==> src/include/power_tap_regs.vh <==
/*
 Register offsets, field positions, reset values, codes and time units
 for the power mode and tap configuration bank.
 Assumes inclusion by bare name from files that need these definitions.
*/
`ifndef POWER_TAP_REGS_VH
`define POWER_TAP_REGS_VH

// Register offsets
`define POWER_MODE_CONTROL_ADDR 8'h2d
`define BUILT_IN_CHECK_CONTROL_ADDR 8'h2e
`define TAP_LEVEL_LIMIT_ADDR 8'h2f
`define TAP_MAX_LENGTH_ADDR 8'h30
`define DOUBLE_TAP_WAIT_ADDR 8'h31
`define SECOND_TAP_INTERVAL_ADDR 8'h32

// Reset values
`define POWER_MODE_CONTROL_RST 8'h00
`define BUILT_IN_CHECK_CONTROL_RST 8'h00
`define TAP_LEVEL_LIMIT_RST 8'h00
`define TAP_MAX_LENGTH_RST 8'h00
`define DOUBLE_TAP_WAIT_RST 8'h00
`define SECOND_TAP_INTERVAL_RST 8'h00

// Writable bits; reserved bits store and read as zero
`define POWER_MODE_CONTROL_MASK 8'h7f
`define BUILT_IN_CHECK_CONTROL_MASK 8'h03

// Field positions in power_mode_control
`define OUTSIDE_TIMEBASE_BIT 6
`define NOISE_MODE_MSB 5
`define NOISE_MODE_LSB 4
`define LOW_RATE_WAKE_BIT 3
`define AUTO_DOZE_BIT 2
`define RUN_MODE_MSB 1
`define RUN_MODE_LSB 0

// Field positions in built_in_check_control
`define FORCED_CHECK_BIT 1
`define CHECK_ENABLE_BIT 0

// Codes
`define RUN_MODE_STANDBY 2'h0
`define RUN_MODE_RUN_MODE_SELECT 2'h2
`define NOISE_MODE_NORMAL 2'h0
`define NOISE_MODE_LOW 2'h1
`define NOISE_MODE_ULTRALOW 2'h2
`define MOTION_LINK_BIT 0

// Time units, in nanoseconds
`define TAP_LENGTH_UNIT_NS 625000
`define TAP_WAIT_UNIT_NS 1250000
`define ODR_BASE_PERIOD_NS 80000000
`define ODR_MAX_CODE 3'h5

`endif

==> src/hdl/tap_event_detector.v <==
/*
 Single and double tap detector working once per acceleration sample.
 Assumes sample_valid is a one-cycle pulse on ref_clk and that all time
 settings arrive already converted to sample periods.
*/
`default_nettype none

module tap_event_detector
(
    // Clock, reset, enable
    input wire ref_clk,
    input wire nrst,
    input wire ce,
    // Sample stream
    input wire sample_valid,
    input wire [7:0] tap_magnitude,
    // Settings
    input wire detect_enable,
    input wire double_enable,
    input wire [7:0] tap_level,
    input wire [7:0] length_samples,
    input wire [7:0] wait_samples,
    input wire [7:0] span_samples,
    // Events
    output reg single_tap,
    output reg double_tap
);

    localparam [2:0] ST_IDLE = 3'h0;
    localparam [2:0] ST_ABOVE = 3'h1;
    localparam [2:0] ST_WAIT = 3'h2;
    localparam [2:0] ST_SPAN = 3'h3;
    localparam [2:0] ST_SECOND = 3'h4;
    localparam [2:0] ST_SETTLE = 3'h5;

    reg [2:0] state_q;
    reg [2:0] state_d;
    reg [7:0] len_q;
    reg [7:0] len_d;
    reg [7:0] time_q;
    reg [7:0] time_d;
    reg single_d;
    reg double_d;
    wire above;
    wire [8:0] time_next;

    assign above = tap_magnitude > tap_level;
    assign time_next = {1'b0, time_q} + 9'h001;

    always @*
    begin
        state_d = state_q;
        len_d = len_q;
        time_d = time_q;
        single_d = 1'b0;
        double_d = 1'b0;
        if (!detect_enable)
        begin
            state_d = ST_IDLE;
        end
        else if (sample_valid)
        begin
            case (state_q)
                ST_IDLE:
                begin
                    if (above)
                    begin
                        len_d = 8'h01;
                        state_d = (length_samples == 8'h00) ? ST_SETTLE : ST_ABOVE;
                    end
                end
                ST_ABOVE, ST_SECOND:
                begin
                    if (above)
                    begin
                        if (len_q >= length_samples)
                        begin
                            state_d = ST_SETTLE;
                        end
                        else
                        begin
                            len_d = len_q + 8'h01;
                        end
                    end
                    else if (state_q == ST_SECOND)
                    begin
                        double_d = double_enable;
                        state_d = ST_IDLE;
                    end
                    else
                    begin
                        single_d = 1'b1;
                        time_d = 8'h00;
                        state_d = double_enable ? ST_WAIT : ST_IDLE;
                    end
                end
                ST_WAIT:
                begin
                    if (time_next >= {1'b0, wait_samples})
                    begin
                        time_d = 8'h00;
                        state_d = ST_SPAN;
                    end
                    else
                    begin
                        time_d = time_next[7:0];
                    end
                end
                ST_SPAN:
                begin
                    if (above)
                    begin
                        len_d = 8'h01;
                        state_d = (length_samples == 8'h00) ? ST_SETTLE : ST_SECOND;
                    end
                    else if (time_next >= {1'b0, span_samples})
                    begin
                        state_d = ST_IDLE;
                    end
                    else
                    begin
                        time_d = time_next[7:0];
                    end
                end
                ST_SETTLE:
                begin
                    if (!above)
                    begin
                        state_d = ST_IDLE;
                    end
                end
                default:
                begin
                    state_d = ST_IDLE;
                end
            endcase
        end
    end

    always @(posedge ref_clk or negedge nrst)
    begin
        if (!nrst)
        begin
            state_q <= ST_IDLE;
            len_q <= 8'h00;
            time_q <= 8'h00;
            single_tap <= 1'b0;
            double_tap <= 1'b0;
        end
        else if (ce)
        begin
            state_q <= state_d;
            len_q <= len_d;
            time_q <= time_d;
            single_tap <= single_d;
            double_tap <= double_d;
        end
    end

endmodule

`default_nettype wire

==> src/hdl/power_tap_config.v <==
/*
 Power mode and tap configuration register bank with sample timebase
 selection, time-setting conversion and the tap detector.
 Assumes the serial port decoder presents single-cycle register accesses
 on ref_clk, and the sensing logic gives tap magnitudes in threshold units.
*/
`default_nettype none

`include "power_tap_regs.vh"

// Contract
// run mode 00 standby, 10 run_mode_select
// noise field selects power/noise mode
// auto doze only under linked/loop
// external timebase bit selects outside clock
// wake bit selects wake-up mode
// tap magnitude compared to eight-bit level
// zero level disables all tap detection
// tap longer than length is rejected
// wait time before second-tap span
// zero wait disables double tap
// double tap needs second tap inside span
// times converted to whole sample periods
// host writes no reserved codes
module power_tap_config
(
    // Clock, reset, enable
    input wire ref_clk,
    input wire nrst,
    input wire ce,
    // Register access from the serial port
    input wire [7:0] reg_addr,
    input wire [7:0] reg_wdata,
    input wire reg_wr,
    input wire reg_rd,
    output reg [7:0] reg_rdata,
    // Context from other registers and timebases
    input wire [1:0] motion_link_mode,
    input wire [2:0] odr_sel,
    input wire int_sample_tick,
    input wire outside_timebase_pin,
    // Sample stream
    input wire sample_valid,
    input wire [7:0] tap_magnitude,
    // Mode outputs
    output reg run_mode_select_active,
    output reg [1:0] noise_mode,
    output reg low_rate_motion_wake,
    output reg auto_doze_active,
    output reg outside_timebase_select,
    output reg check_enable,
    output reg forced_check,
    output reg sample_start,
    // Tap events
    output wire single_tap,
    output wire double_tap
);

    localparam integer LEN_SHIFT_BASE = $clog2(`ODR_BASE_PERIOD_NS / `TAP_LENGTH_UNIT_NS);
    localparam integer WAIT_SHIFT_BASE = $clog2(`ODR_BASE_PERIOD_NS / `TAP_WAIT_UNIT_NS);

    reg [7:0] power_mode_control_q;
    reg [7:0] built_in_check_control_q;
    reg [7:0] tap_level_limit_q;
    reg [7:0] tap_max_length_q;
    reg [7:0] double_tap_wait_q;
    reg [7:0] second_tap_interval_q;
    reg [7:0] rdata_d;

    reg ext_sync1_q;
    reg ext_sync2_q;
    reg ext_prev_q;
    wire ext_edge;
    wire tick_sel;

    reg [2:0] odr_code;
    reg [3:0] len_shift;
    reg [3:0] wait_shift;
    wire [7:0] length_samples;
    wire [7:0] wait_samples;
    wire [7:0] span_samples;
    wire detect_enable;
    wire double_enable;

    // Register writes
    always @(posedge ref_clk or negedge nrst)
    begin
        if (!nrst)
        begin
            power_mode_control_q <= `POWER_MODE_CONTROL_RST;
            built_in_check_control_q <= `BUILT_IN_CHECK_CONTROL_RST;
            tap_level_limit_q <= `TAP_LEVEL_LIMIT_RST;
            tap_max_length_q <= `TAP_MAX_LENGTH_RST;
            double_tap_wait_q <= `DOUBLE_TAP_WAIT_RST;
            second_tap_interval_q <= `SECOND_TAP_INTERVAL_RST;
        end
        else if (ce && reg_wr)
        begin
            case (reg_addr)
                `POWER_MODE_CONTROL_ADDR:
                begin
                    power_mode_control_q <= reg_wdata & `POWER_MODE_CONTROL_MASK;
                end
                `BUILT_IN_CHECK_CONTROL_ADDR:
                begin
                    built_in_check_control_q <= reg_wdata & `BUILT_IN_CHECK_CONTROL_MASK;
                end
                `TAP_LEVEL_LIMIT_ADDR:
                begin
                    tap_level_limit_q <= reg_wdata;
                end
                `TAP_MAX_LENGTH_ADDR:
                begin
                    tap_max_length_q <= reg_wdata;
                end
                `DOUBLE_TAP_WAIT_ADDR:
                begin
                    double_tap_wait_q <= reg_wdata;
                end
                `SECOND_TAP_INTERVAL_ADDR:
                begin
                    second_tap_interval_q <= reg_wdata;
                end
                default:
                begin
                    power_mode_control_q <= power_mode_control_q;
                end
            endcase
        end
    end

    // Read mux; unmapped offsets read zero
    always @*
    begin
        case (reg_addr)
            `POWER_MODE_CONTROL_ADDR: rdata_d = power_mode_control_q;
            `BUILT_IN_CHECK_CONTROL_ADDR: rdata_d = built_in_check_control_q;
            `TAP_LEVEL_LIMIT_ADDR: rdata_d = tap_level_limit_q;
            `TAP_MAX_LENGTH_ADDR: rdata_d = tap_max_length_q;
            `DOUBLE_TAP_WAIT_ADDR: rdata_d = double_tap_wait_q;
            `SECOND_TAP_INTERVAL_ADDR: rdata_d = second_tap_interval_q;
            default: rdata_d = 8'h00;
        endcase
    end

    always @(posedge ref_clk or negedge nrst)
    begin
        if (!nrst)
        begin
            reg_rdata <= 8'h00;
        end
        else if (ce && reg_rd)
        begin
            reg_rdata <= rdata_d;
        end
    end

    // Mode decode, registered so outputs come from flip-flops
    always @(posedge ref_clk or negedge nrst)
    begin
        if (!nrst)
        begin
            run_mode_select_active <= 1'b0;
            noise_mode <= `NOISE_MODE_NORMAL;
            low_rate_motion_wake <= 1'b0;
            auto_doze_active <= 1'b0;
            outside_timebase_select <= 1'b0;
            check_enable <= 1'b0;
            forced_check <= 1'b0;
        end
        else if (ce)
        begin
            // Reserved run codes behave as standby
            run_mode_select_active <= power_mode_control_q[`RUN_MODE_MSB:`RUN_MODE_LSB] == `RUN_MODE_RUN_MODE_SELECT;
            noise_mode <= power_mode_control_q[`NOISE_MODE_MSB:`NOISE_MODE_LSB];
            low_rate_motion_wake <= power_mode_control_q[`LOW_RATE_WAKE_BIT];
            auto_doze_active <= power_mode_control_q[`AUTO_DOZE_BIT]
                                & motion_link_mode[`MOTION_LINK_BIT];
            outside_timebase_select <= power_mode_control_q[`OUTSIDE_TIMEBASE_BIT];
            check_enable <= built_in_check_control_q[`CHECK_ENABLE_BIT];
            forced_check <= built_in_check_control_q[`FORCED_CHECK_BIT];
        end
    end

    // Outside timebase pin: two-stage synchroniser, then edge detect
    always @(posedge ref_clk or negedge nrst)
    begin
        if (!nrst)
        begin
            ext_sync1_q <= 1'b0;
            ext_sync2_q <= 1'b0;
            ext_prev_q <= 1'b0;
        end
        else if (ce)
        begin
            ext_sync1_q <= outside_timebase_pin;
            ext_sync2_q <= ext_sync1_q;
            ext_prev_q <= ext_sync2_q;
        end
    end

    assign ext_edge = ext_sync2_q & ~ext_prev_q;
    assign tick_sel = outside_timebase_select ? ext_edge : int_sample_tick;

    // Conversion starts only while measuring
    always @(posedge ref_clk or negedge nrst)
    begin
        if (!nrst)
        begin
            sample_start <= 1'b0;
        end
        else if (ce)
        begin
            sample_start <= tick_sel & run_mode_select_active;
        end
    end

    // Time settings to sample periods; reserved rate codes clamp to the fastest
    always @*
    begin
        odr_code = (odr_sel > `ODR_MAX_CODE) ? `ODR_MAX_CODE : odr_sel;
        len_shift = LEN_SHIFT_BASE[3:0] - {1'b0, odr_code};
        wait_shift = WAIT_SHIFT_BASE[3:0] - {1'b0, odr_code};
    end

    to_samples #(.W(8)) conv_len (.count(tap_max_length_q), .shift(len_shift), .samples(length_samples));
    to_samples #(.W(8)) conv_wait (.count(double_tap_wait_q), .shift(wait_shift), .samples(wait_samples));
    to_samples #(.W(8)) conv_span (.count(second_tap_interval_q), .shift(wait_shift), .samples(span_samples));

    assign detect_enable = run_mode_select_active & (tap_level_limit_q != 8'h00);
    assign double_enable = double_tap_wait_q != 8'h00;

    tap_event_detector detector
    (
        .ref_clk(ref_clk),
        .nrst(nrst),
        .ce(ce),
        .sample_valid(sample_valid),
        .tap_magnitude(tap_magnitude),
        .detect_enable(detect_enable),
        .double_enable(double_enable),
        .tap_level(tap_level_limit_q),
        .length_samples(length_samples),
        .wait_samples(wait_samples),
        .span_samples(span_samples),
        .single_tap(single_tap),
        .double_tap(double_tap)
    );

endmodule

// Shift a unit count into sample periods; a nonzero count gives at least one
module to_samples
#(
    parameter W = 8
)
(
    input wire [W-1:0] count,
    input wire [3:0] shift,
    output wire [W-1:0] samples
);

    wire [W-1:0] shifted;

    assign shifted = count >> shift;
    assign samples = ((count != {W{1'b0}}) && (shifted == {W{1'b0}})) ? {{(W-1){1'b0}}, 1'b1} : shifted;

endmodule

`default_nettype wire

==> config.mk <==
export PLATFORM = sky130hd
export DESIGN_NAME = power_tap_config
export DESIGN_NICKNAME = d
export VERILOG_FILES = /design/src/hdl/tap_event_detector.v /design/src/hdl/power_tap_config.v
export VERILOG_INCLUDE_DIRS = /design/src /design/src/include
export SDC_FILE = /design/constraint.sdc
export NUM_CORES = 1
export LEC_CHECK = 0
export ABC_CLOCK_PERIOD_IN_PS = 3000
export BUFFER_PORTS_ARGS = -buffer_cell sky130_fd_sc_hd__buf_2
export CAP_MARGIN = 20
export CELL_PAD_IN_SITES_DETAIL_PLACEMENT = 0
export CELL_PAD_IN_SITES_GLOBAL_PLACEMENT = 1
export CORE_UTILIZATION = 40
export CTS_BUF_LIST = sky130_fd_sc_hd__clkbuf_4 sky130_fd_sc_hd__clkbuf_8
export CTS_CLUSTER_SIZE = 16
export DETAILED_ROUTE_END_ITERATION = 8
export HOLD_SLACK_MARGIN = 0.02
export PLACE_DENSITY = 0.73
export SYNTH_ARGS = -nofsm -noshare
export SYNTH_HDL_FRONTEND = slang
export SYNTH_SLANG_ARGS = --single-unit
==> constraint.sdc <==
create_clock -name ref_clk -period 3 [get_ports ref_clk]
set_input_delay 0.15 -clock ref_clk [delete_from_list [all_inputs] [get_ports ref_clk]]
set_output_delay 0.15 -clock ref_clk [all_outputs]
set_load 0.005 [all_outputs]
; ---- Word-level counts from Yosys, hierarchy flattened
; Cells that the tools add are included.
[totals]
ff_bits = 82
latchBits = 0
ram_bits = 0
rom_bits = 0
input_bits = 37
out_inout_bits = 19
n_memories = 0
[op_classes]
n_addsub = 4
multipliers = 0
div_mod_pow = 0
n_lt_le_gt_ge = 5
n_eq_ne = 25
n_shift = 3
muxes = 40
bitwise_logic = 5
reduce_logical = 27
[ops]
columns = op, count
row1 = $mux W8, 11
row2 = $eq A8 B6 Y1 const B, 6
row3 = $pmux W8 S6, 1
row4 = $mux W3, 12
row5 = $logic_not A8 Y1, 4
row6 = $reduce_bool A8 Y1, 4
row7 = $pmux W8 S3, 1
row8 = $shr A8 B4 Y8, 3
row9 = $ge A9 B8 Y1, 2
row10 = $pmux W8 S2, 1
row11 = $pmux W3 S5, 1
row12 = $reduce_and A7 Y1, 2
row13 = $mux W1, 12
row14 = $ne A2 B2 Y1 const B, 6
row15 = $reduce_and A2 Y1, 6
row16 = $add A8 B1 Y9 const B, 1
row17 = $ne A3 B3 Y1 const B, 3
row18 = $add A8 B1 Y8 const B, 1
row19 = $ge A8 B8 Y1, 1
row20 = $gt A8 B8 Y1, 1
row21 = $ne A4 B4 Y1 const B, 2
row22 = $reduce_and A8 Y1, 1
row23 = $sub A3 B3 Y4 const A, 2
row24 = $eq A3 B2 Y1 const B, 2
row25 = 13 further kinds, 23

; ---- Depth between registers and ports, before layout
; Gate-level depths: netlist of the first run.
[logic_depth]
ltp_word = 13
depth_mapped = 22
ltp_nobuf = 18

; ---- Cells and area by module
; Synthesis of the first run repeated with hierarchy kept, for this count alone.
[unflattened]
hier_cells = 590
hier_area_um2 = 5957.0
[by_module_without_submodules]
columns = module, instances, cells_per_inst, area_each_um2, seq_area_each_um2
row1 = power_tap_config, 1, 221, 2879.0, 1526.5
row2 = tap_event_detector, 1, 249, 2109.5, 525.5
row3 = to_samples, 3, 40, 322.8, 0.0

; ---- Worst setup path after synthesis of the first run
; OpenSTA, ideal clock, no wires.
[synth_path]
path_kind = input to register
startpoint = input odr_sel[2]
endpoint = register detector.state_q[0]
setup_time_ns = 0.136
arrival_ns = 3.540
path_slack_ns = -0.676
path_stages = 21
path_cell_list = buf_2 > a21oi_1 > inv_1 > buf_2 > ha_1 > buf_2 > xor2_1 > nand2_1 > or2_2 > nand3_1 > nor3_1 > nand4_1 > o211ai_1 > ha_1 > nand2b_1 > a2111oi_0 > o311ai_1 > nand3_1 > a21o_1 > o311ai_1 > o41ai_1
[synth_between]
elab_chain_len = 13
word_cells_on_any_way = 29
[synth_rtl]
columns = item, line_no
row1 = from (decl), power_tap_config.v:39  ; input wire [2:0] odr_sel,
row2 = $gt A3 B3 Y1 (no line), --
row3 = $mux W3 (*), power_tap_config.v:221  ; odr_code = (odr_sel > `ODR_MAX_CODE) ? `ODR_MAX_CODE : odr_sel;
row4 = branches (longest 11 deep; another with $ge A9 B8 Y1), --
row5 = to (signal assigned), tap_event_detector.v:152  ; state_q <= state_d;
row6 = to (decl), tap_event_detector.v:36  ; reg [2:0] state_q;
; Every way passes the cells marked *. The select of a mux whose other input is x is not followed.
; A chain may end at the register's enable or synchronous reset.

; ---- Final worst setup path of the first run
[layout_path]
startpoint = register second_tap_interval_q[6]
endpoint = register detector.time_q[6]
[layout_between]
elab_chain_len = 7
word_cells_on_any_way = 8
[layout_rtl]
columns = item, line_no
row1 = from (decl), power_tap_config.v:67  ; reg [7:0] second_tap_interval_q;
row2 = from (signal assigned), power_tap_config.v:95  ; second_tap_interval_q <= `SECOND_TAP_INTERVAL_RST;
row3 = from (signal assigned), power_tap_config.v:122  ; second_tap_interval_q <= reg_wdata;
row4 = $shr A8 B4 Y8, power_tap_config.v:265  ; assign shifted = count >> shift;
row5 = $logic_not A8 Y1, power_tap_config.v:266  ; assign samples = ((count != {W{1'b0}}) && (shifted == {W{1'b0}})) ? {{(W-1){1'b0}}, 1'b1} : shifted;
row6 = $logic_and A1 B1 Y1, power_tap_config.v:266
row7 = $mux W8 (*), power_tap_config.v:266
row8 = $ge A9 B8 Y1 (*), tap_event_detector.v:116  ; else if (time_next >= {1'b0, span_samples})
row9 = $ne A2 B2 Y1 (no line) (*), --
row10 = $reduce_and A8 Y1 (no line) (*), --
row11 = to (signal assigned), tap_event_detector.v:154  ; time_q <= time_d;
row12 = to (decl), tap_event_detector.v:40  ; reg [7:0] time_q;
; Mark *: on every way between the ends. The rest lies on a longest branch, timed or not.

==> impl_metrics.yaml, run 1 <==
outcome:
  outcome: "finished, violations left"
  failed_checks: "setup timing"
floorplan:
  die_h_microns: 120
  core_sq_um: 13400
  die_x_microns: 120
  start_util_pct: 41.4
  dieArea_sq_um: 14400
  fp-row-count: 42
  pin_count: 56
final_layout:
  fin_nets: 785
  final_area_sq_um: 7180
  final_util_pct: 53.6
  ff_latch_area_sq_um: 2060
  multi_input_area_sq_um: 3640
  areaGrowthSynthToFinish_pct: 29.3
  instances_no_fill: 893
  diodes: 0
  fillers: 1254
  drive_gt1_share_pct: 38.5
timing:
  finalHoldViolations: 0
  max_freq_ghz: 0.330
  tns_ns: -0.0328
  final-max-slew-violation-count: 0
  final.period_utilization_pct: 101
  holdWs_ns: 0.0646
  fin_skew_ns: 0.0118
  slew_headroom_pct: 48.1
  min_period_ns: 3.03
  tightest_slew_ns: 0.758
  layout_setup_ws_ns: -0.0327
  rsz0062_at_grt: "true"
  setup_viol: 2
synthesis:
  synth_compound_area_share_pct: 20.0
  netlist_area_sq_um: 5550
  yosys_warnings: 0
  yosys.area_share.adder_pct: 7.89
  synthFlopType: "dfrtp_1"
  muxShareOfSynthArea_pct: 11.7
  yosysSeqAreaShare_pct: 37.0
  synth_top_family_by_area: "compound AO/OA/AOI/OAI gates"
  synth_edf_count: 0
  synth_simple_gate_area_share_pct: 18.2
  async_flop_share_pct: 100
  synth-seq-cells: 82
  synthXorXnorAreaFrac_pct: 1.42
  synth.avg_cell_area_sq_um: 9.36
  ys_types: 68
  syn_inst: 593
place:
  place.gp.congestion: 0.884
  hpwl_mm: 12.6
  io_buffer_count: 54
  placed_area_sq_um: 6570
  placed_cells: 866
  dpl_worst_slack_ns: -0.535
flow_run:
  max-cap-violations: 0
detailed_routing:
  totalWireLength_mm: 16.7
  routedWlPerCell_microns: 18.7
  firstDrtPassIters: 5
  num_vias: 5146
  viasPerCell: 5.76
  drcViolationCount: 0
  ant_nets: 0
  drtIter0Drc: 409
power_and_ir_drop:
  p_leak_nw: 3.35
  vdd_ir_drop_max_uv: 284
  finalPower_mw: 2.48
  cellPowerDensity_nw_per_um2: 345
setup_path:
  start_kind: "flip-flop"
  crit_path_top_delay_cell: "dfrtp_2"
  crit_arrival_ns: 3.28
  cp-end-kind: "flip-flop"
  slowest_delay_ns: 0.48
  path_cells: "mux2i_2 > or2_2 > nand3_1 > nor3b_2 > nand3_1 > o21ai_2 > ha_1 > nor2b_2 > o21ai_1 > a31oi_1 > o21ai_2 > a221o_1 > buf_12 > o21ai_4 > o31ai_2"
  critical_path_class: "flip-flop to flip-flop"
  crit_fanout: 6
  cp.required_ns: 3.25
  reg2reg_depth: 15
clock_tree:
  htreeDepth: 3
  cts_tree: "yes"
  cts_root_buffer: "clkbuf_8"
  clk_pin_slew_ns: 0.09
  cts_buffers: 9
  clock_latency_ns: 0.37
  cts_sinks: 82
  cts_max_path_buffers: 2
min_path:
  min_path_type: "primary input to flip-flop"
  hold_path_depth: 3
global_route:
  grt_max_degree: 37
  grt_pass1_vias: 5070
  grt_usage_pct: 23.7
  grt_antenna_before_repair: 0
  grt_overflow: 0
  grt_pass1_wl_mm: 26.0
-- final cells by class --
| class | count | share of cell area [%] |
|---|---|---|
| clock buffer | 10 | 1.92 |
| clock inverter | 5 | 1.10 |
| inverter | 23 | 1.20 |
| multi-input combinational | 463 | 50.7 |
| sequential | 82 | 28.8 |
| tap | 176 | 3.07 |
| timing repair buffer | 134 | 13.2 |
-- kinds of logic after synthesis --
kind of cell             count (synthesis)
adder cells (fa/ha/maj)                 35
flip-flops                              82
buffers and inverters                   49
XOR/XNOR                                 9
AO/OA/AOI/OAI                          164
other                                    1
AND/OR/NAND/NOR                        194
multiplexers                            59
-- placed cells by master, fill, tap and decap left out, types with 13 or more instances in the layout --
cell type / netlist / final
a21oi_1: 23 / 20
buf_2: 15 / 51
buf_4: 0 / 74
dfrtp_1: 82 / 72
ha_1: 35 / 34
inv_1: 23 / 21
mux2_2: 46 / 46
nand2_1: 56 / 50
nand2b_1: 15 / 13
nand3_1: 26 / 25
nor2_1: 28 / 27
o21ai_0: 45 / 32
o21ai_1: 7 / 14
-- metal layers --
layer  GRT usage (%)  vias up  wire length [microns]
met2            39.3      137                   8070
li1                -     2457                      -
met4            9.84        0                    383
met5               0        -                      0
met1            30.8     2526                   7470
met3            3.47       26                    805
-- report_power, final --
group,leakage [nW],total (mW),switching [mW],internal [mW]
Sequential,1.08,1.16,0.0308,1.13
Clock,0.112,0.900,0.415,0.486
Combinational,2.15,0.415,0.220,0.195
Total,3.35,2.48,0.665,1.81
-- what timing repair did --
action | CTS | global route
hold buffers | 3 | 0
gates resized for setup | 16 | 58
endpoints found under the setup margin | 14 | 19
setup buffers | 3 | 5
hold endpoints to repair | 36 | 0
pin swaps | 3 | 32
gates cloned | 0 | 1
-- worst max-delay path: cells and delay by family (launching register included) --
kind / cells / cell delay [ns]
AO/OA/AOI/OAI: 7 / 1.13
AND/OR/NAND/NOR: 5 / 0.64
buffers and inverters: 1 / 0.18
adder cells (fa/ha/maj): 1 / 0.24
multiplexers: 1 / 0.22
flip-flops: 1 / 0.48
-- flip-flops by register name (all words and copies together) (netlist names), 2 cells and up --
| signal | flops |
|---|---|
| built_in_check_control_q | 2 |
| detector.len_q | 8 |
| detector.state_q | 3 |
| detector.time_q | 8 |
| double_tap_wait_q | 8 |
| noise_mode | 2 |
| power_mode_control_q | 7 |
| reg_rdata | 8 |
| second_tap_interval_q | 8 |
| tap_level_limit_q | 8 |
| tap_max_length_q | 8 |
-- path summary, 6_finish.rpt --
| path | slack (ns) | to | from |
|---|---|---|---|
| worst max-delay path | -0.03 | detector.time_q[6]$_DFFE_PN0P_ | second_tap_interval_q[6]$_DFFE_PN0P_ |
| worst min-delay path | 0.06 | tap_level_limit_q[6]$_DFFE_PN0P_ | reg_wdata[6] |
| worst max register to register | -0.03 | detector.time_q[6]$_DFFE_PN0P_ | second_tap_interval_q[6]$_DFFE_PN0P_ |
| worst min register to register | 0.48 | reg_rdata[3]$_DFFE_PN0P_ | reg_rdata[3]$_DFFE_PN0P_ |
| max in group asynchronous | 1.91 | tap_max_length_q[5]$_DFFE_PN0P_ | nrst |
| min in group asynchronous | 0.29 | reg_rdata[5]$_DFFE_PN0P_ | nrst |
-- synth_stat cells, types with 5 or more instances --
library cell  instances  area, sq um
dfrtp_1              82         2050
nand2_1              56          210
mux2_2               46          518
o21ai_0              45          225
ha_1                 35          438
nor2_1               28          105
nand3_1              26          130
a21oi_1              23          115
inv_1                23         86.3
buf_2                15         75.1
nand2b_1             15         93.8
a21o_1               12         90.1
mux2i_1              12          120
a22oi_1              11         82.6
and3_1                9         56.3
clkbuf_1              8         30.0
nor4_1                8         50.1
a31oi_1               7         43.8
nor2b_1               7         43.8
o21ai_1               7         35.0
nand4_1               6         37.5
nor3_1                6         30.0
a221oi_1              5         43.8
xor2_1                5         43.8
No activity file was read; power rests on OpenSTA's default activity.
==> run 2, diff against run 1 <==
BUFFER_PORTS_ARGS = not set   (was -buffer_cell sky130_fd_sc_hd__buf_2)
DONT_BUFFER_PORTS = 1   (was not set)
PLACE_DENSITY = 0.69   (was 0.73)
==> run 2 against run 1 <==
Against the previous run:
- the flow finishes with violations (DRC)
- power down 8.0%
- clock-buffer cell count down 1
- cell count down 5.0%
- clock skew up 0.00068 ns
- setup slack better by 0.061 ns
- combinational power down 13%
- worst hold slack worse by 0.021 ns
- register-to-register slack better by 0.06 ns
- sequential power about the same
- critical path depth down 1
- critical endpoint unchanged
==> impl_metrics.yaml, run 2 (same netlist as run 1, synthesis figures left out) <==
setup_path:
  cp.required_ns: 3.28
  startpoint: "second_tap_interval_q[5]$_DFFE_PN0P_"
  cp-end-kind: "flip-flop"
  crit_path_top_delay_cell: "dfrtp_2"
  ff2ff_setup_slack_ns: 0.03
  path_cells: "a32o_1 > nand2_1 > o221ai_2 > a31oi_2 > nand3_1 > o21ai_1 > ha_1 > nor2b_1 > o21ai_1 > a31oi_1 > o21ai_2 > a221o_2 > nand2b_4 > o31ai_4"
  critical_path_class: "flip-flop to flip-flop"
  critPathTopFamily: "compound AO/OA/AOI/OAI gates"
  endpoint: "detector.time_q[6]$_DFFE_PN0P_"
  start_kind: "flip-flop"
  crit_arrival_ns: 3.25
  crit_buf_inv: 0
  slowest_delay_ns: 0.49
  crit_fanout: 6
  crit_top_cell: "o21ai_1"
  r2r_end: "detector.time_q[6]$_DFFE_PN0P_"
  reg2reg_depth: 14
  r2r_start: "second_tap_interval_q[5]$_DFFE_PN0P_"
  crit_cells: 14
detailed_routing:
  firstDrtPassIters: 9
  ant_nets: 0
  num_vias: 4981
  totalWireLength_mm: 16.2
  drtIter0Drc: 366
  viasPerCell: 5.87
  routedWlPerCell_microns: 19.1
  drcViolationCount: 2
clock_tree:
  cts_max_path_buffers: 2
  cts_buffers: 9
  clock_latency_ns: 0.37
  htreeDepth: 3
  cts_sinks: 82
  clk_pin_slew_ns: 0.10
  cts_root_buffer: "clkbuf_8"
  cts_tree: "yes"
final_layout:
  drive_gt1_share_pct: 30.5
  fin_nets: 740
  final_cell_mix: "75 x dfrtp_1, 71 x buf_4, 52 x nand2_1, 46 x mux2_2, 33 x ha_1"
  multi_input_area_sq_um: 3600
  ff_latch_area_sq_um: 2060
  areaGrowthSynthToFinish_pct: 24.0
  fillers: 1252
  instances_no_fill: 848
  diodes: 0
  final_common_cell: "dfrtp_1"
  final_util_pct: 51.4
outcome:
  outcome: "finished, violations left"
  failed_checks: "DRC"
timing:
  fin_skew_ns: 0.0125
  min_period_ns: 2.97
  slew_headroom_pct: 40.1
  tightest_slew_ns: 0.895
  setup_viol: 0
  finalHoldViolations: 0
  final-max-slew-violation-count: 0
  rsz0062_at_grt: "true"
  layout_setup_ws_ns: 0.0284
  final.period_utilization_pct: 99.1
  max_freq_ghz: 0.337
  tns_ns: 0
global_route:
  grt_overflow: 0
  grt_usage_pct: 23.5
  grt_pass1_wl_mm: 26.2
  grt_antenna_before_repair: 0
  grt_pass1_vias: 4887
  grt_max_degree: 83
place:
  placed_cells: 808
  io_buffer_count: 0
  dpl_worst_slack_ns: -0.287
  place.gp.congestion: 0.934
  hpwl_mm: 11.9
floorplan:
  start_util_pct: 41.4
  die_h_microns: 120
  fp-row-count: 42
  dieArea_sq_um: 14400
  core_sq_um: 13400
  die_x_microns: 120
  pin_count: 56
power_and_ir_drop:
  vdd_ir_drop_max_uv: 384
  cellPowerDensity_nw_per_um2: 331
  p_leak_nw: 3.09
min_path:
  min_path_type: "primary input to flip-flop"
flow_run:
  max-cap-violations: 0
==> run 2: worst min-delay path by stage <==
stage / startpoint / to / cells past startpoint
floorplan: nrst / auto_doze_active$_DFFE_PN0P_ / 0
global placement: nrst / built_in_check_control_q[1]$_DFFE_PN0P_ / 0
detailed placement: nrst / forced_check$_DFFE_PN0P_ / 0
CTS: ce / detector.state_q[1]$_DFFE_PN0P_ / 3
global route: ce / detector.state_q[0]$_DFFE_PN0P_ / 3
finish: ce / detector.state_q[1]$_DFFE_PN0P_ / 3
==> run 2: tightest hold or removal path, delay by kind of cell <==
| kind | cells | cell delay [ns] |
|---|---|---|
| AND/OR/NAND/NOR | 1 | 0.06 |
| AO/OA/AOI/OAI | 2 | 0.16 |
==> run 2: layer usage <==
metal	vias to the layer above	track usage (%)	wire (microns)
met5	-	0	0
met4	0	8.20	323
met3	21	3.52	844
met2	156	38.0	7690
met1	2438	32.0	7320
li1	2366	-	-
==> run 2: area by class of cell <==
class                   instances  share of cell area (%)
multi-input cells             463                    52.3
flip-flops and latches         82                    29.9
repair buffers                 89                    10.7
well taps                     176                    3.20
clock buffers                   9                    1.80
inverters                      23                    1.25
clock inverters                 6                   0.763
==> run 2: per-stage QoR <==
step                power, mW  area, sq um  hold slack, ns
global placement         1.46         6240          -0.144
global route             2.37         6890          0.0809
floorplan                1.38         5700          -0.146
CTS                      2.27         6610          0.0286
finish                   2.28         6890          0.0435
detailed placement       1.46         6240          -0.145
==> run 2: power by group <==
group          switching (mW)  total (mW)  leakage, nW  internal (mW)
clock network           0.448       0.755       0.0838          0.307
registers              0.0310        1.16         1.08           1.13
logic                   0.187       0.362         1.92          0.175
total                   0.666        2.28         3.09           1.61
==> run 2: repair_timing <==
action                                  in CTS  in global routing
pin swaps                                    3                 28
gates resized for setup                      8                 53
hold buffers                                14                  0
endpoints found under the setup margin      13                 19
endpoints found under the hold margin      138                  0
setup buffers                                1                 10
==> run 3, diff against run 2 <==
ABC_AREA = 1   (was not set)
PLACE_DENSITY = 0.72   (was 0.69)
==> run 3 against run 2 <==
Against the previous run:
- the run now ends clean
- maximum frequency grew 12%
- core utilization shrank 6.5 points
- non-clock buffer count is 73 lower
- power grew 0.79%
- combinational power is essentially flat
- area after synthesis shrank 0.20%
- critical path type unchanged
==> impl_metrics.yaml, run 3 <==
floorplan:
  die_x_microns: 120
  fp-row-count: 42
  dieArea_sq_um: 14300
  core_sq_um: 13400
  start_util_pct: 41.4
  pin_count: 56
  die_h_microns: 120
synthesis:
  async_flop_share_pct: 100
  synth.area.top_cells: "dfrtp_1 37%, nand2_1 16%, ha_1 7.9%, o21ai_0 7.3%, inv_1 6.0%"
  synth.top_cell.area_share_pct: 37.0
  synthTopCellsByCount: "236 x nand2_1, 89 x inv_1, 82 x dfrtp_1"
  synth.avg_cell_area_sq_um: 7.27
  syn_inst: 762
  yosys_warnings: 0
  yosys.area.top_type: "dfrtp_1"
  yosysSeqAreaShare_pct: 37.0
  synth-seq-cells: 82
  yosysMostFrequentCell: "nand2_1"
  ys_types: 44
  netlist_area_sq_um: 5540
  synthFlopType: "dfrtp_1"
  synth_edf_count: 0
timing:
  rsz0062_at_grt: "false"
  tns_ns: 0
  fin_skew_ns: 0.00901
  layout_setup_ws_ns: 0.335
  tightest_slew_ns: 0.761
  final-max-slew-violation-count: 0
  final.period_utilization_pct: 88.8
  setup_viol: 0
  finalHoldViolations: 0
  slew_headroom_pct: 48.9
  max_freq_ghz: 0.375
  min_period_ns: 2.67
  holdWs_ns: 0.0672
power_and_ir_drop:
  comb_power_share_pct: 15.7
  swShare_pct: 32.0
  seqPwrFrac_pct: 50.4
  clkPwrFrac_pct: 33.9
  p_leak_nw: 2.98
  cellPowerDensity_nw_per_um2: 382
  power.internal_mw: 1.56
  vdd_ir_drop_max_uv: 205
  switching_power_uw: 734
  finalPower_mw: 2.30
final_layout:
  fillers: 1389
  areaGrowthSynthToFinish_pct: 8.62
  final_util_pct: 44.9
  final_cell_mix: "235 x nand2_1, 88 x inv_1, 81 x dfrtp_1, 79 x o21ai_0, 39 x nor2_1"
  diodes: 0
  multi_input_area_sq_um: 3020
  fin_nets: 846
  drive_gt1_share_pct: 7.06
  ff_latch_area_sq_um: 2050
  final_common_cell: "nand2_1"
detailed_routing:
  ant_nets: 0
  dr_wl_met2_mm: 7.27
  wl_met1_mm: 7.17
  met3_wirelength_microns: 694
  totalWireLength_mm: 15.6
  viasPerCell: 5.29
  drcViolationCount: 0
  drtIter0Drc: 337
  highest_layer: "met4"
  routedWlPerCell_microns: 16.3
  num_vias: 5054
  firstDrtPassIters: 5
setup_path:
  ff2ff_setup_slack_ns: 0.33
  cp-end-kind: "flip-flop"
  critical_path_class: "flip-flop to flip-flop"
  start_kind: "flip-flop"
  crit_arrival_ns: 2.94
  r2r_start: "second_tap_interval_q[4]$_DFFE_PN0P_"
  r2r_end: "detector.time_q[2]$_DFFE_PN0P_"
  reg2reg_depth: 22
  crit_fanout: 8
  cp.required_ns: 3.28
global_route:
  grt_antenna_before_repair: 0
  grt_pass1_wl_mm: 25.7
  grt_overflow: 0
  grt_usage_pct: 23.4
  grt_max_degree: 83
  grt_pass1_vias: 4982
clock_tree:
  htreeDepth: 3
  cts_root_buffer: "clkbuf_8"
  cts_setup_buffers: 0
  cts_buffers: 9
  clock_latency_ns: 0.38
  cts_sinks: 82
  clk_pin_slew_ns: 0.10
  cts_max_path_buffers: 2
  cts_tree: "yes"
place:
  dpl_worst_slack_ns: 0.0985
  hpwl_mm: 11.7
  io_buffer_count: 0
  place.gp.congestion: 0.870
outcome:
  outcome: "completed"
min_path:
  min_path_type: "primary input to flip-flop"
  min_from: "reg_wdata[7]"
  holdPathEnd: "second_tap_interval_q[7]$_DFFE_PN0P_"
  hold_path_depth: 2
flow_run:
  max-cap-violations: 0
[run 3: cell types whose count changed in the layout (fill, tap and decap cells not counted), sizes merged, moves of 8 or more]
cell and change:
a22oi -11, o21ai +48, nand2 +186, inv +75, and3 -9, nand4 +19, nor2 +10, buf -65
a21o -11, dlygate4sd3 -8, nand2b -16, mux2 -47, mux2i -10
[run 3: power by group through the flow]
stage | Clock (mW) | Sequential [mW] | Combinational (mW)
final | 0.779 | 1.16 | 0.361
after global routing | 0.852 | 1.16 | 0.417
after CTS | 0.799 | 1.16 | 0.361
after detailed placement | 0 | 1.18 | 0.323
after global placement | 0 | 1.18 | 0.315
after floorplan | 0 | 1.17 | 0.255
[run 3: worst max-delay path, cell delays in order (launching register included)]
cell	delay [ns]
dfrtp_1	0.37
inv_1	0.09
o21ai_0	0.26
nand2_1	0.08
o21ai_1	0.14
nand2_1	0.11
o211ai_1	0.09
nor2_1	0.07
nand3_1	0.06
o21ai_1	0.06
ha_1	0.28
nand3_1	0.07
nand3_1	0.08
nand2_1	0.05
nand2_1	0.06
nand2_1	0.04
nand2_1	0.05
nand2_1	0.08
a21oi_1	0.16
nor2_2	0.06
buf_4	0.17
nand2_1	0.08
nand2_1	0.05
[run 3: area by class of cell]
cell class,count,area share (%)
timing repair buffer,16,2.74
sequential,82,34.1
clock buffer,9,2.06
multi-input combinational,567,50.2
inverter,98,6.42
clock inverter,7,0.852
tap,176,3.66
[run 3: worst max-delay path by stage]
stage / startpoint / to / slack (ns) / cells after the start
after floorplan: odr_sel[0] / detector.time_q[0]$_DFFE_PN0P_ / 0.09 / 24
after global placement: odr_sel[0] / detector.time_q[1]$_DFFE_PN0P_ / 0.15 / 22
after detailed placement: detector.time_q[0]$_DFFE_PN0P_ / detector.time_q[2]$_DFFE_PN0P_ / 0.1 / 15
after CTS: detector.time_q[0]$_DFFE_PN0P_ / detector.time_q[2]$_DFFE_PN0P_ / 0.07 / 15
after global routing: second_tap_interval_q[7]$_DFFE_PN0P_ / detector.time_q[0]$_DFFE_PN0P_ / 0.001 / 22
final: second_tap_interval_q[4]$_DFFE_PN0P_ / detector.time_q[2]$_DFFE_PN0P_ / 0.33 / 22
[run 3: logic make-up after synthesis]
kind of cell / count (synthesis) / synth area share, %
buffers and inverters: 114 / 8.74
and+or+nand+nor: 355 / 27.5
xor gates and xnor gates: 12 / 1.90
other: 1 / 0.0677
AOI/OAI and AO/OA: 161 / 16.5
muxes: 2 / 0.361
DFF: 82 / 37.0
adders and majority gates: 35 / 7.90
[run 3: metal layers]
metal / global-route usage [%] / vias up
met5: 0 / -
met4: 10.5 / 0
met3: 3.90 / 28
met2: 38.0 / 104
met1: 30.4 / 2359
li1: - / 2563
[run 3: per-stage QoR]
| step | area (sq um) | std cells |
|---|---|---|
| floorplan | 5550 | 763 |
| global placement | 5760 | 933 |
| detailed placement | 5760 | 933 |
| CTS | 6010 | 955 |
| global route | 6020 | 955 |
| finish | 6020 | 955 |
[run 3: timing repair]
action | in CTS | in global routing
endpoints found under the hold margin | 93 | 0
endpoints found under the setup margin | 0 | 15
hold buffers | 6 | 0
gates resized for setup | 0 | 8
